==> src/hw/clockgen_pkg.sv <==
// constants, register layouts and types of the clock generator control block
package clockgen_pkg;

    // register offsets on the plain register port
    localparam logic [7:0] CTL_OFFSET = 8'h00;
    localparam logic [7:0] BW_OFFSET  = 8'h01;

    // values after reset; loop enable comes up set
    localparam logic [7:0] CTL_RESET = 8'h20;
    localparam logic [7:0] BW_RESET  = 8'h00;
    localparam logic [7:0] RD_IDLE   = 8'h00;

    // field positions in the loop control register
    localparam int CTL_IE_BIT    = 7;
    localparam int CTL_FLAG_BIT  = 6;
    localparam int CTL_LOOP_BIT  = 5;
    localparam int CTL_BCS_BIT   = 4;
    localparam int CTL_PRE_LSB   = 2;
    localparam int CTL_OCT_LSB   = 0;

    // field positions in the bandwidth control register
    localparam int BW_AUTO_BIT   = 7;
    localparam int BW_LOCK_BIT   = 6;
    localparam int BW_TRACK_BIT  = 5;

    // slots of the input synchroniser vector
    localparam int SYNC_OSC      = 0;
    localparam int SYNC_VCO      = 1;
    localparam int SYNC_LOCK     = 2;
    localparam int SYNC_TRACK    = 3;
    localparam int SYNC_WIDTH    = 4;

    // source edges awaited on each side of a switchover, at most three
    localparam logic [1:0] SWITCH_EDGES = 2'h2;
    localparam logic [1:0] EDGE_CNT_RESET = 2'h0;

    typedef enum logic [1:0] {SW_RUN, SW_DRAIN_OLD, SW_WAIT_NEW} switch_state_type;

    typedef struct packed {
        logic       lock_change_irq_enable;
        logic       lock_change_flag;
        logic       loop_enable;
        logic       base_clock_select;
        logic [1:0] vco_output_divider_sel;
        logic [1:0] vco_octave_sel;
    } ctl_fields_type;

    typedef struct packed {
        logic       auto_bandwidth;
        logic       lock_indicator;
        logic       tracking_select;
        logic [4:0] reserved;
    } bw_fields_type;

endpackage

==> src/hw/clock_switch.sv <==
// glitch-free base clock source switch with output halving
`timescale 1ns/1ps
module clock_switch
(
    // clock and reset
    input  wire logic clk_sys,
    input  wire logic reset,
    input  wire logic clk_en,
    // source selection
    input  wire logic select_vco,
    input  wire logic osc_halving_bypass,
    // synchronised source levels
    input  wire logic osc_level,
    input  wire logic vco_level,
    // result
    output logic      base_clock_out,
    output logic      switch_busy
);

    clockgen_pkg::switch_state_type state_reg;
    logic       active_vco_reg;
    logic [1:0] edge_cnt_reg;
    logic       osc_prev_reg;
    logic       vco_prev_reg;
    logic       osc_rise;
    logic       vco_rise;
    logic       old_rise;
    logic       new_rise;

    assign osc_rise    = osc_level & ~osc_prev_reg;
    assign vco_rise    = vco_level & ~vco_prev_reg;
    assign old_rise    = active_vco_reg ? vco_rise : osc_rise;
    assign new_rise    = active_vco_reg ? osc_rise : vco_rise;
    assign switch_busy = (state_reg != clockgen_pkg::SW_RUN);

    always_ff @(posedge clk_sys or posedge reset)
    begin
        if (reset)
        begin
            osc_prev_reg <= 1'b0;
            vco_prev_reg <= 1'b0;
        end
        else if (clk_en)
        begin
            osc_prev_reg <= osc_level;
            vco_prev_reg <= vco_level;
        end
    end

    always_ff @(posedge clk_sys or posedge reset)
    begin
        if (reset)
        begin
            state_reg      <= clockgen_pkg::SW_RUN;
            active_vco_reg <= 1'b0;
            edge_cnt_reg   <= clockgen_pkg::EDGE_CNT_RESET;
        end
        else if (clk_en)
        begin
            unique case (state_reg)
                clockgen_pkg::SW_RUN:
                    if (select_vco != active_vco_reg)
                    begin
                        state_reg    <= clockgen_pkg::SW_DRAIN_OLD;
                        edge_cnt_reg <= clockgen_pkg::EDGE_CNT_RESET;
                    end
                clockgen_pkg::SW_DRAIN_OLD:
                    if (old_rise)
                    begin
                        if (edge_cnt_reg == clockgen_pkg::SWITCH_EDGES - 2'h1)
                        begin
                            state_reg      <= clockgen_pkg::SW_WAIT_NEW;
                            edge_cnt_reg   <= clockgen_pkg::EDGE_CNT_RESET;
                        end
                        else
                            edge_cnt_reg <= edge_cnt_reg + 2'h1;
                    end
                clockgen_pkg::SW_WAIT_NEW:
                    if (new_rise)
                    begin
                        if (edge_cnt_reg == clockgen_pkg::SWITCH_EDGES - 2'h1)
                        begin
                            state_reg      <= clockgen_pkg::SW_RUN;
                            active_vco_reg <= ~active_vco_reg;
                            edge_cnt_reg   <= clockgen_pkg::EDGE_CNT_RESET;
                        end
                        else
                            edge_cnt_reg <= edge_cnt_reg + 2'h1;
                    end
            endcase
        end
    end

    always_ff @(posedge clk_sys or posedge reset)
    begin
        if (reset)
            base_clock_out <= 1'b0;
        else if (clk_en && !switch_busy)
        begin
            if (!active_vco_reg && osc_halving_bypass)
                base_clock_out <= osc_level;
            else if (active_vco_reg ? vco_rise : osc_rise)
                base_clock_out <= ~base_clock_out;
        end
    end
endmodule

==> src/hw/pll_clock_control.sv <==
// control and status registers of the loop-based clock generator
`timescale 1ns/1ps
// Overview of operation
// - irq enable writable and readable only in auto
// - lock toggle in auto sets flag; flag and enable interrupt only in auto
// - flag reads zero outside auto mode
// - loop control register read clears flag, unless a toggle sets it in the same cycle
// - loop enable cannot clear while vco selected
// - loop enable set after reset
// - select refused while loop off; reset clears
// - output held static during source switch
// - select one halves vco, zero halves oscillator
// - prescaler field locked while loop enabled
// - octave field locked while loop enabled
// - auto bandwidth bit, reset manual
// - lock indicator status in auto, zero otherwise
// - tracking status in auto, control in manual
// - manual tracking value kept across auto mode
// - base clock half duty, two sources
// - reference follows oscillator; irq from lock
// - bypass option skips oscillator halving
// - zero range multiplier disables loop, forces oscillator
module pll_clock_control
(
    // clock, reset and enable
    input  wire logic       clk_sys,
    input  wire logic       reset,
    input  wire logic       clk_en,
    // register port
    input  wire logic [7:0] reg_addr,
    input  wire logic [7:0] reg_wdata,
    input  wire logic       reg_write,
    input  wire logic       reg_read,
    output logic      [7:0] reg_rdata,
    // analog loop side
    input  wire logic       oscillator_clock,
    input  wire logic       divided_vco_clock,
    input  wire logic       lock_detect,
    input  wire logic       loop_tracking_status,
    // configuration from other registers
    input  wire logic       osc_halving_bypass,
    input  wire logic [7:0] linear_range_multiplier,
    // loop controls
    output logic            loop_on,
    output logic      [1:0] vco_output_divider_sel,
    output logic      [1:0] vco_octave_sel,
    output logic            tracking_select,
    output logic            auto_bandwidth,
    // clocks and interrupt
    output logic            base_clock_out,
    output logic            loop_reference_clock,
    output logic            switch_busy,
    output logic            clockgen_irq
);

    logic [clockgen_pkg::SYNC_WIDTH-1:0] sync1_reg;
    logic [clockgen_pkg::SYNC_WIDTH-1:0] sync2_reg;
    logic [clockgen_pkg::SYNC_WIDTH-1:0] sync3_reg;
    logic [clockgen_pkg::SYNC_WIDTH-1:0] stable_reg;
    logic [clockgen_pkg::SYNC_WIDTH-1:0] raw_in;
    logic [clockgen_pkg::SYNC_WIDTH-1:0] agree;

    logic       irq_enable_reg;
    logic       flag_reg;
    logic       loop_enable_reg;
    logic       bcs_reg;
    logic [1:0] divider_reg;
    logic [1:0] octave_reg;
    logic       auto_reg;
    logic       track_manual_reg;
    logic       lock_prev_reg;
    logic       ref_clock_reg;
    logic [7:0] rdata_reg;
    logic [7:0] rdata_next;

    logic       wr_ctl;
    logic       wr_bw;
    logic       rd_ctl;
    logic       rd_bw;
    logic       range_zero;
    logic       lock_stable;
    logic       lock_toggle;
    logic       track_eff;

    clockgen_pkg::ctl_fields_type wr_ctl_fields;
    clockgen_pkg::bw_fields_type  wr_bw_fields;
    clockgen_pkg::ctl_fields_type rd_ctl_fields;
    clockgen_pkg::bw_fields_type  rd_bw_fields;

    assign wr_ctl        = clk_en && reg_write && (reg_addr == clockgen_pkg::CTL_OFFSET);
    assign wr_bw         = clk_en && reg_write && (reg_addr == clockgen_pkg::BW_OFFSET);
    assign rd_ctl        = clk_en && reg_read && (reg_addr == clockgen_pkg::CTL_OFFSET);
    assign rd_bw         = clk_en && reg_read && (reg_addr == clockgen_pkg::BW_OFFSET);
    assign wr_ctl_fields = clockgen_pkg::ctl_fields_type'(reg_wdata);
    assign wr_bw_fields  = clockgen_pkg::bw_fields_type'(reg_wdata);
    assign range_zero    = (linear_range_multiplier == 8'h00);

    assign raw_in[clockgen_pkg::SYNC_OSC]   = oscillator_clock;
    assign raw_in[clockgen_pkg::SYNC_VCO]   = divided_vco_clock;
    assign raw_in[clockgen_pkg::SYNC_LOCK]  = lock_detect;
    assign raw_in[clockgen_pkg::SYNC_TRACK] = loop_tracking_status;
    assign agree = ~(sync2_reg ^ sync3_reg);

    always_ff @(posedge clk_sys or posedge reset)
    begin
        if (reset)
        begin
            sync1_reg  <= '0;
            sync2_reg  <= '0;
            sync3_reg  <= '0;
            stable_reg <= '0;
        end
        else if (clk_en)
        begin
            sync1_reg  <= raw_in;
            sync2_reg  <= sync1_reg;
            sync3_reg  <= sync2_reg;
            stable_reg <= (sync3_reg & agree) | (stable_reg & ~agree);
        end
    end

    assign lock_stable = stable_reg[clockgen_pkg::SYNC_LOCK];
    assign lock_toggle = lock_stable ^ lock_prev_reg;

    // tracking shows loop status in auto
    assign track_eff = auto_reg ? stable_reg[clockgen_pkg::SYNC_TRACK] : track_manual_reg;

    // reference is a buffered oscillator copy
    always_ff @(posedge clk_sys or posedge reset)
    begin
        if (reset)
        begin
            ref_clock_reg <= 1'b0;
            lock_prev_reg <= 1'b0;
        end
        else if (clk_en)
        begin
            ref_clock_reg <= stable_reg[clockgen_pkg::SYNC_OSC];
            lock_prev_reg <= lock_stable;
        end
    end

    // enable written only in auto mode
    always_ff @(posedge clk_sys or posedge reset)
    begin
        if (reset)
            irq_enable_reg <= 1'b0;
        else if (wr_ctl && auto_reg)
            irq_enable_reg <= wr_ctl_fields.lock_change_irq_enable;
    end

    // toggle sets flag, set beats clear
    always_ff @(posedge clk_sys or posedge reset)
    begin
        if (reset)
            flag_reg <= 1'b0;
        else if (clk_en && auto_reg && lock_toggle)
            flag_reg <= 1'b1;
        else if (rd_ctl)
            flag_reg <= 1'b0;
    end

    // clear refused while vco path selected
    always_ff @(posedge clk_sys or posedge reset)
    begin
        if (reset)
            loop_enable_reg <= clockgen_pkg::CTL_RESET[clockgen_pkg::CTL_LOOP_BIT];
        else if (wr_ctl && (wr_ctl_fields.loop_enable || !bcs_reg))
            loop_enable_reg <= wr_ctl_fields.loop_enable;
    end

    always_ff @(posedge clk_sys or posedge reset)
    begin
        if (reset)
            bcs_reg <= clockgen_pkg::CTL_RESET[clockgen_pkg::CTL_BCS_BIT];
        else if (clk_en && range_zero)
            bcs_reg <= 1'b0;
        else if (wr_ctl && (!wr_ctl_fields.base_clock_select || loop_enable_reg))
            bcs_reg <= wr_ctl_fields.base_clock_select;
    end

    always_ff @(posedge clk_sys or posedge reset)
    begin
        if (reset)
        begin
            divider_reg <= clockgen_pkg::CTL_RESET[clockgen_pkg::CTL_PRE_LSB +: 2];
            octave_reg  <= clockgen_pkg::CTL_RESET[clockgen_pkg::CTL_OCT_LSB +: 2];
        end
        else if (wr_ctl && !loop_enable_reg)
        begin
            divider_reg <= wr_ctl_fields.vco_output_divider_sel;
            octave_reg  <= wr_ctl_fields.vco_octave_sel;
        end
    end

    // manual tracking value held during auto
    // lock position is write-ignored; a one written there has no effect
    always_ff @(posedge clk_sys or posedge reset)
    begin
        if (reset)
        begin
            auto_reg         <= clockgen_pkg::BW_RESET[clockgen_pkg::BW_AUTO_BIT];
            track_manual_reg <= clockgen_pkg::BW_RESET[clockgen_pkg::BW_TRACK_BIT];
        end
        else if (wr_bw)
        begin
            auto_reg <= wr_bw_fields.auto_bandwidth;
            if (!auto_reg)
                track_manual_reg <= wr_bw_fields.tracking_select;
        end
    end

    always_comb
    begin
        rd_ctl_fields.lock_change_irq_enable = irq_enable_reg & auto_reg;
        rd_ctl_fields.lock_change_flag       = flag_reg & auto_reg;
        rd_ctl_fields.loop_enable            = loop_enable_reg;
        rd_ctl_fields.base_clock_select      = bcs_reg;
        rd_ctl_fields.vco_output_divider_sel = divider_reg;
        rd_ctl_fields.vco_octave_sel         = octave_reg;
        rd_bw_fields.auto_bandwidth          = auto_reg;
        rd_bw_fields.lock_indicator          = lock_stable & auto_reg;
        rd_bw_fields.tracking_select         = track_eff;
        rd_bw_fields.reserved                = '0;
        rdata_next = clockgen_pkg::RD_IDLE;
        if (rd_ctl)
            rdata_next = rd_ctl_fields;
        else if (rd_bw)
            rdata_next = rd_bw_fields;
    end

    // read data only in the cycle after the strobe; unmapped reads give zero
    always_ff @(posedge clk_sys or posedge reset)
    begin
        if (reset)
            rdata_reg <= clockgen_pkg::RD_IDLE;
        else if (clk_en)
            rdata_reg <= rdata_next;
    end

    // base clock from glitch-free switch
    // a dead vco under zero range would stall the drain; lend it oscillator edges
    clock_switch u_switch
    (
        .clk_sys            (clk_sys),
        .reset              (reset),
        .clk_en             (clk_en),
        .select_vco         (bcs_reg),
        .osc_halving_bypass (osc_halving_bypass),
        .osc_level          (stable_reg[clockgen_pkg::SYNC_OSC]),
        .vco_level          (range_zero ? stable_reg[clockgen_pkg::SYNC_OSC]
                                        : stable_reg[clockgen_pkg::SYNC_VCO]),
        .base_clock_out     (base_clock_out),
        .switch_busy        (switch_busy)
    );

    assign loop_on                = loop_enable_reg & ~range_zero;
    assign vco_output_divider_sel = divider_reg;
    assign vco_octave_sel         = octave_reg;
    assign tracking_select        = track_eff;
    assign auto_bandwidth         = auto_reg;
    assign loop_reference_clock   = ref_clock_reg;
    assign reg_rdata              = rdata_reg;
    assign clockgen_irq           = flag_reg & irq_enable_reg & auto_reg;
endmodule

==> config.mk <==
export PLATFORM = sky130hd
export DESIGN_NAME = pll_clock_control
export DESIGN_NICKNAME = d
export VERILOG_FILES = /design/src/hw/clockgen_pkg.sv /design/src/hw/clock_switch.sv /design/src/hw/pll_clock_control.sv
export SDC_FILE = /design/constraint.sdc
export NUM_CORES = 1
export LEC_CHECK = 0
export BUFFER_PORTS_ARGS = -buffer_cell sky130_fd_sc_hd__buf_2
export CAP_MARGIN = 20
export CORE_ASPECT_RATIO = 2
export CORE_MARGIN = 3
export CORE_UTILIZATION = 50
export CTS_BUF_LIST = sky130_fd_sc_hd__clkbuf_4
export CTS_CLUSTER_DIAMETER = 80
export CTS_CLUSTER_SIZE = 28
export DETAILED_ROUTE_END_ITERATION = 10
export PLACE_DENSITY = 0.79
export SYNTH_ARGS = -nofsm -noshare
export SYNTH_HDL_FRONTEND = slang
export SYNTH_SLANG_ARGS = --single-unit
export TNS_END_PERCENT = 1
==> constraint.sdc <==
create_clock -name clk_sys -period 2.3 [get_ports clk_sys]
set_clock_uncertainty 0.2 [all_clocks]
set_input_delay 0.345 -clock clk_sys [delete_from_list [all_inputs] [get_ports clk_sys]]
set_output_delay 0.345 -clock clk_sys [all_outputs]
set_load 0.005 [all_outputs]
==> flow_metrics.tcl <==
set metrics [dict create \
    grt_use_met2 0.334 \
    die_width_um 52.2 \
    maximum_capacitance_violations 0 \
    clkTransAtPathRegs_ns 0.11 \
    starting_density 0.518 \
    largest_register_ffs 8 \
    max_slew_margin 0.649 \
    cells_along_the_critical_path "inv_1, ha_1, nor2b_2, a211oi_1, o2111ai_1, and3_1, buf_4, o22a_1" \
    multi_input_area_sq_um 983 \
    drt_first_pass_iters 4 \
    io_pins 53 \
    setup.worst_path.class "reg2reg" \
    power.leakage_nw 1.26 \
    drt_first_iter_violations 28 \
    detail_route.wl_per_cell_um 14.2 \
    number_of_synthesized_flops_with_an_enable_pin 0 \
    cts.root.buffer_cell "clkbuf_4" \
    cts_buffer_count 5 \
    global_route.usage.met1 0.204 \
    dominantRegCellSynth "dfrtp_1" \
    place.detailed.hpwl_mm 3.43 \
    design.core.area_sq_um 4130 \
    critical_path.max_fanout 4 \
    nNetsFinal 297 \
    total_of_flip_flops_plus_latches_after_synthesis 43 \
    status "complete, no violations" \
    seqCellArea_sq_um 1080 \
    cp_top_family "compound AO/OA/AOI/OAI gates" \
    timing.critical_path.to_type "flip-flop" \
    die_y_um 98.5 \
    grt_busiest_layer "met2" \
    worst_ir_drop_vdd_mv 0.513 \
    grt_first_pass_wirelength_mm 7.40 \
    tritoncts "built" \
    buffer_ports.inserted 51 \
    crit_buf_inv 2 \
    power_density_nw_per_um2 776 \
    critical_path.startpoint_type "flip-flop" \
    rsz_0062_raised_after_global_routing "true" \
    fill_cells 362 \
    layout_common_cells "buf_2 (51), dfrtp_1 (42), mux2_2 (20), inv_1 (15)" \
    finalHoldViolations 0 \
    yosysSeqAreaShare 0.504 \
    global_route.usage.total 0.194 \
    final-setup-viol-count 0 \
    total_overflow_reported_by_the_global_router 0 \
    cp_data_required_time_ns 2.34 \
    grt_start_max_net_pins 44 \
    via_count 1694 \
    drc_errors 0 \
    finalWeightedCongestion 0.911 \
    fin_crit_ns 2.22 \
    finalCritPeriodShare 0.964 \
    route.detailed.vias_per_inst 5.39 \
    worst_max_slew_pin_slew_ns 0.526 \
    finalCoreUtilization 0.632 \
    synthesis.nets 232 \
    timing.critical_path.slowest_cell_delay_ns 0.39 \
    postRouteAntennaNets 0 \
    postSynthAreaPerCell_sq_um 11.0 \
    num_rows 33 \
    ys_async_sr_fraction 1.00 \
    post_route_cells_drive_above_1_share 0.406 \
    fmax_ghz 0.451 \
    worstSkewPairLatency_ns 0.34 \
    design.die.area_sq_um 5140 \
    cts.sink_count 43 \
    layout.cells.most_common "buf_2" \
    worst_min_path_class "in2reg" \
    netlist_area_sq_um 2140 \
    synthesis.instances 195 \
    post_route_worst_setup_slack_ns 0.0835 \
    cp_slowest_cell "dfrtp_1" \
    timing.final.max_slew_violations 0 \
    netlist-cell-type-count 42 \
    antenna_found_initial 1 \
    post-place-ws_ns -0.00148 \
    groute.layer.met3.usage 0.0318 \
    placedCellCount 303 \
    htree_num_levels 2 \
    first_global_vias 1691 \
    flow.area_growth_from_synthesis_pct 21.9 \
    finalNonFillerCells 314 \
    synth.yosys.warnings 0 \
    max_clock_buf_depth 2 \
    cp_arrival_ns 2.26 \
    design_power_total_mw 2.02 \
    drt-total-wl_mm 4.46 \
]
## metrics by stage
step	area, sq um	hold slack (ns)	setup TNS (ns)
floorplan	2140	0.258	0
global placement	2510	0.271	0
detailed placement	2510	0.282	-0.00148
CTS	2590	0.00135	0
global route	2610	0.0146	-0.0146
finish	2610	0.0243	0
## repair_timing
action                                 in CTS  in global routing
gates resized for setup                     1                  3
gates cloned                                0                  0
hold buffers                                2                  0
endpoints found under the hold margin      43                  0
setup endpoints to repair                   1                  3
setup buffers                               0                  0
pin swaps                                   0                  0
## cell usage after synthesis (4+ instances only)
| library cell | n | area, sq um |
|---|---|---|
| dfrtp_1 | 42 | 1050 |
| mux2_2 | 20 | 225 |
| inv_1 | 15 | 56.3 |
| a21oi_1 | 12 | 60.1 |
| nand2_1 | 12 | 45.0 |
| nor2_1 | 10 | 37.5 |
| nand2b_1 | 9 | 56.3 |
| o21ai_0 | 9 | 45.0 |
| clkbuf_1 | 5 | 18.8 |
| nor2b_1 | 5 | 31.3 |
| a211oi_1 | 4 | 30.0 |
| mux2_4 | 4 | 60.1 |
| mux2i_1 | 4 | 40.0 |
| nand3_1 | 4 | 20.0 |
| nor4_1 | 4 | 25.0 |
## where the power goes
part | switching, mW | leakage, nW | internal, mW
clock | 0.222 | 0.0361 | 0.143
combinational | 0.332 | 0.676 | 0.357
sequential | 0.102 | 0.550 | 0.869
total | 0.655 | 1.26 | 1.37
## metal layers
layer	up-vias	part of all wire
li1	821	-
met1	820	0.36
met2	37	0.55
met3	16	0.034
met4	0	0.051
met5	-	0
## logic make-up after synthesis
kind of cell	synth area share
compound gates	0.115
xor+xnor	0.00819
fa+ha+maj	0.0176
buf+inv	0.0439
flops	0.504
mux	0.152
simple gates	0.159
## worst paths after layout
check | endpoint | slack (ns) | startpoint | cells past startpoint
worst max-delay path | u_switch.state_reg[1]$_DFFE_PP0P_ | 0.08 | u_switch.state_reg[1]$_DFFE_PP0P_ | 8
worst min-delay path | vco_octave_sel[0]$_DFFE_PP0P_ | 0.02 | reg_wdata[0] | 2
worst max register to register | u_switch.state_reg[1]$_DFFE_PP0P_ | 0.08 | u_switch.state_reg[1]$_DFFE_PP0P_ | 8
worst min register to register | u_switch.edge_cnt_reg[1]$_DFFE_PP0P_ | 0.30 | u_switch.edge_cnt_reg[1]$_DFFE_PP0P_ | 1
max in group asynchronous | loop_enable_reg$_DFFE_PP1P_ | 1.07 | reset | 4
min in group asynchronous | u_switch.base_clock_out$_DFFE_PP0P_ | 0.46 | reset | 4
## area by class of cell
type,instances,area share
Antenna cell,1,0.000960
Clock buffer,7,0.0202
Clock inverter,1,0.00192
Inverter,15,0.0216
Multi-Input combinational cell,130,0.377
Sequential cell,43,0.413
Tap cell,52,0.0250
Timing Repair Buffer,65,0.140
(Power assumes the default switching activity.)
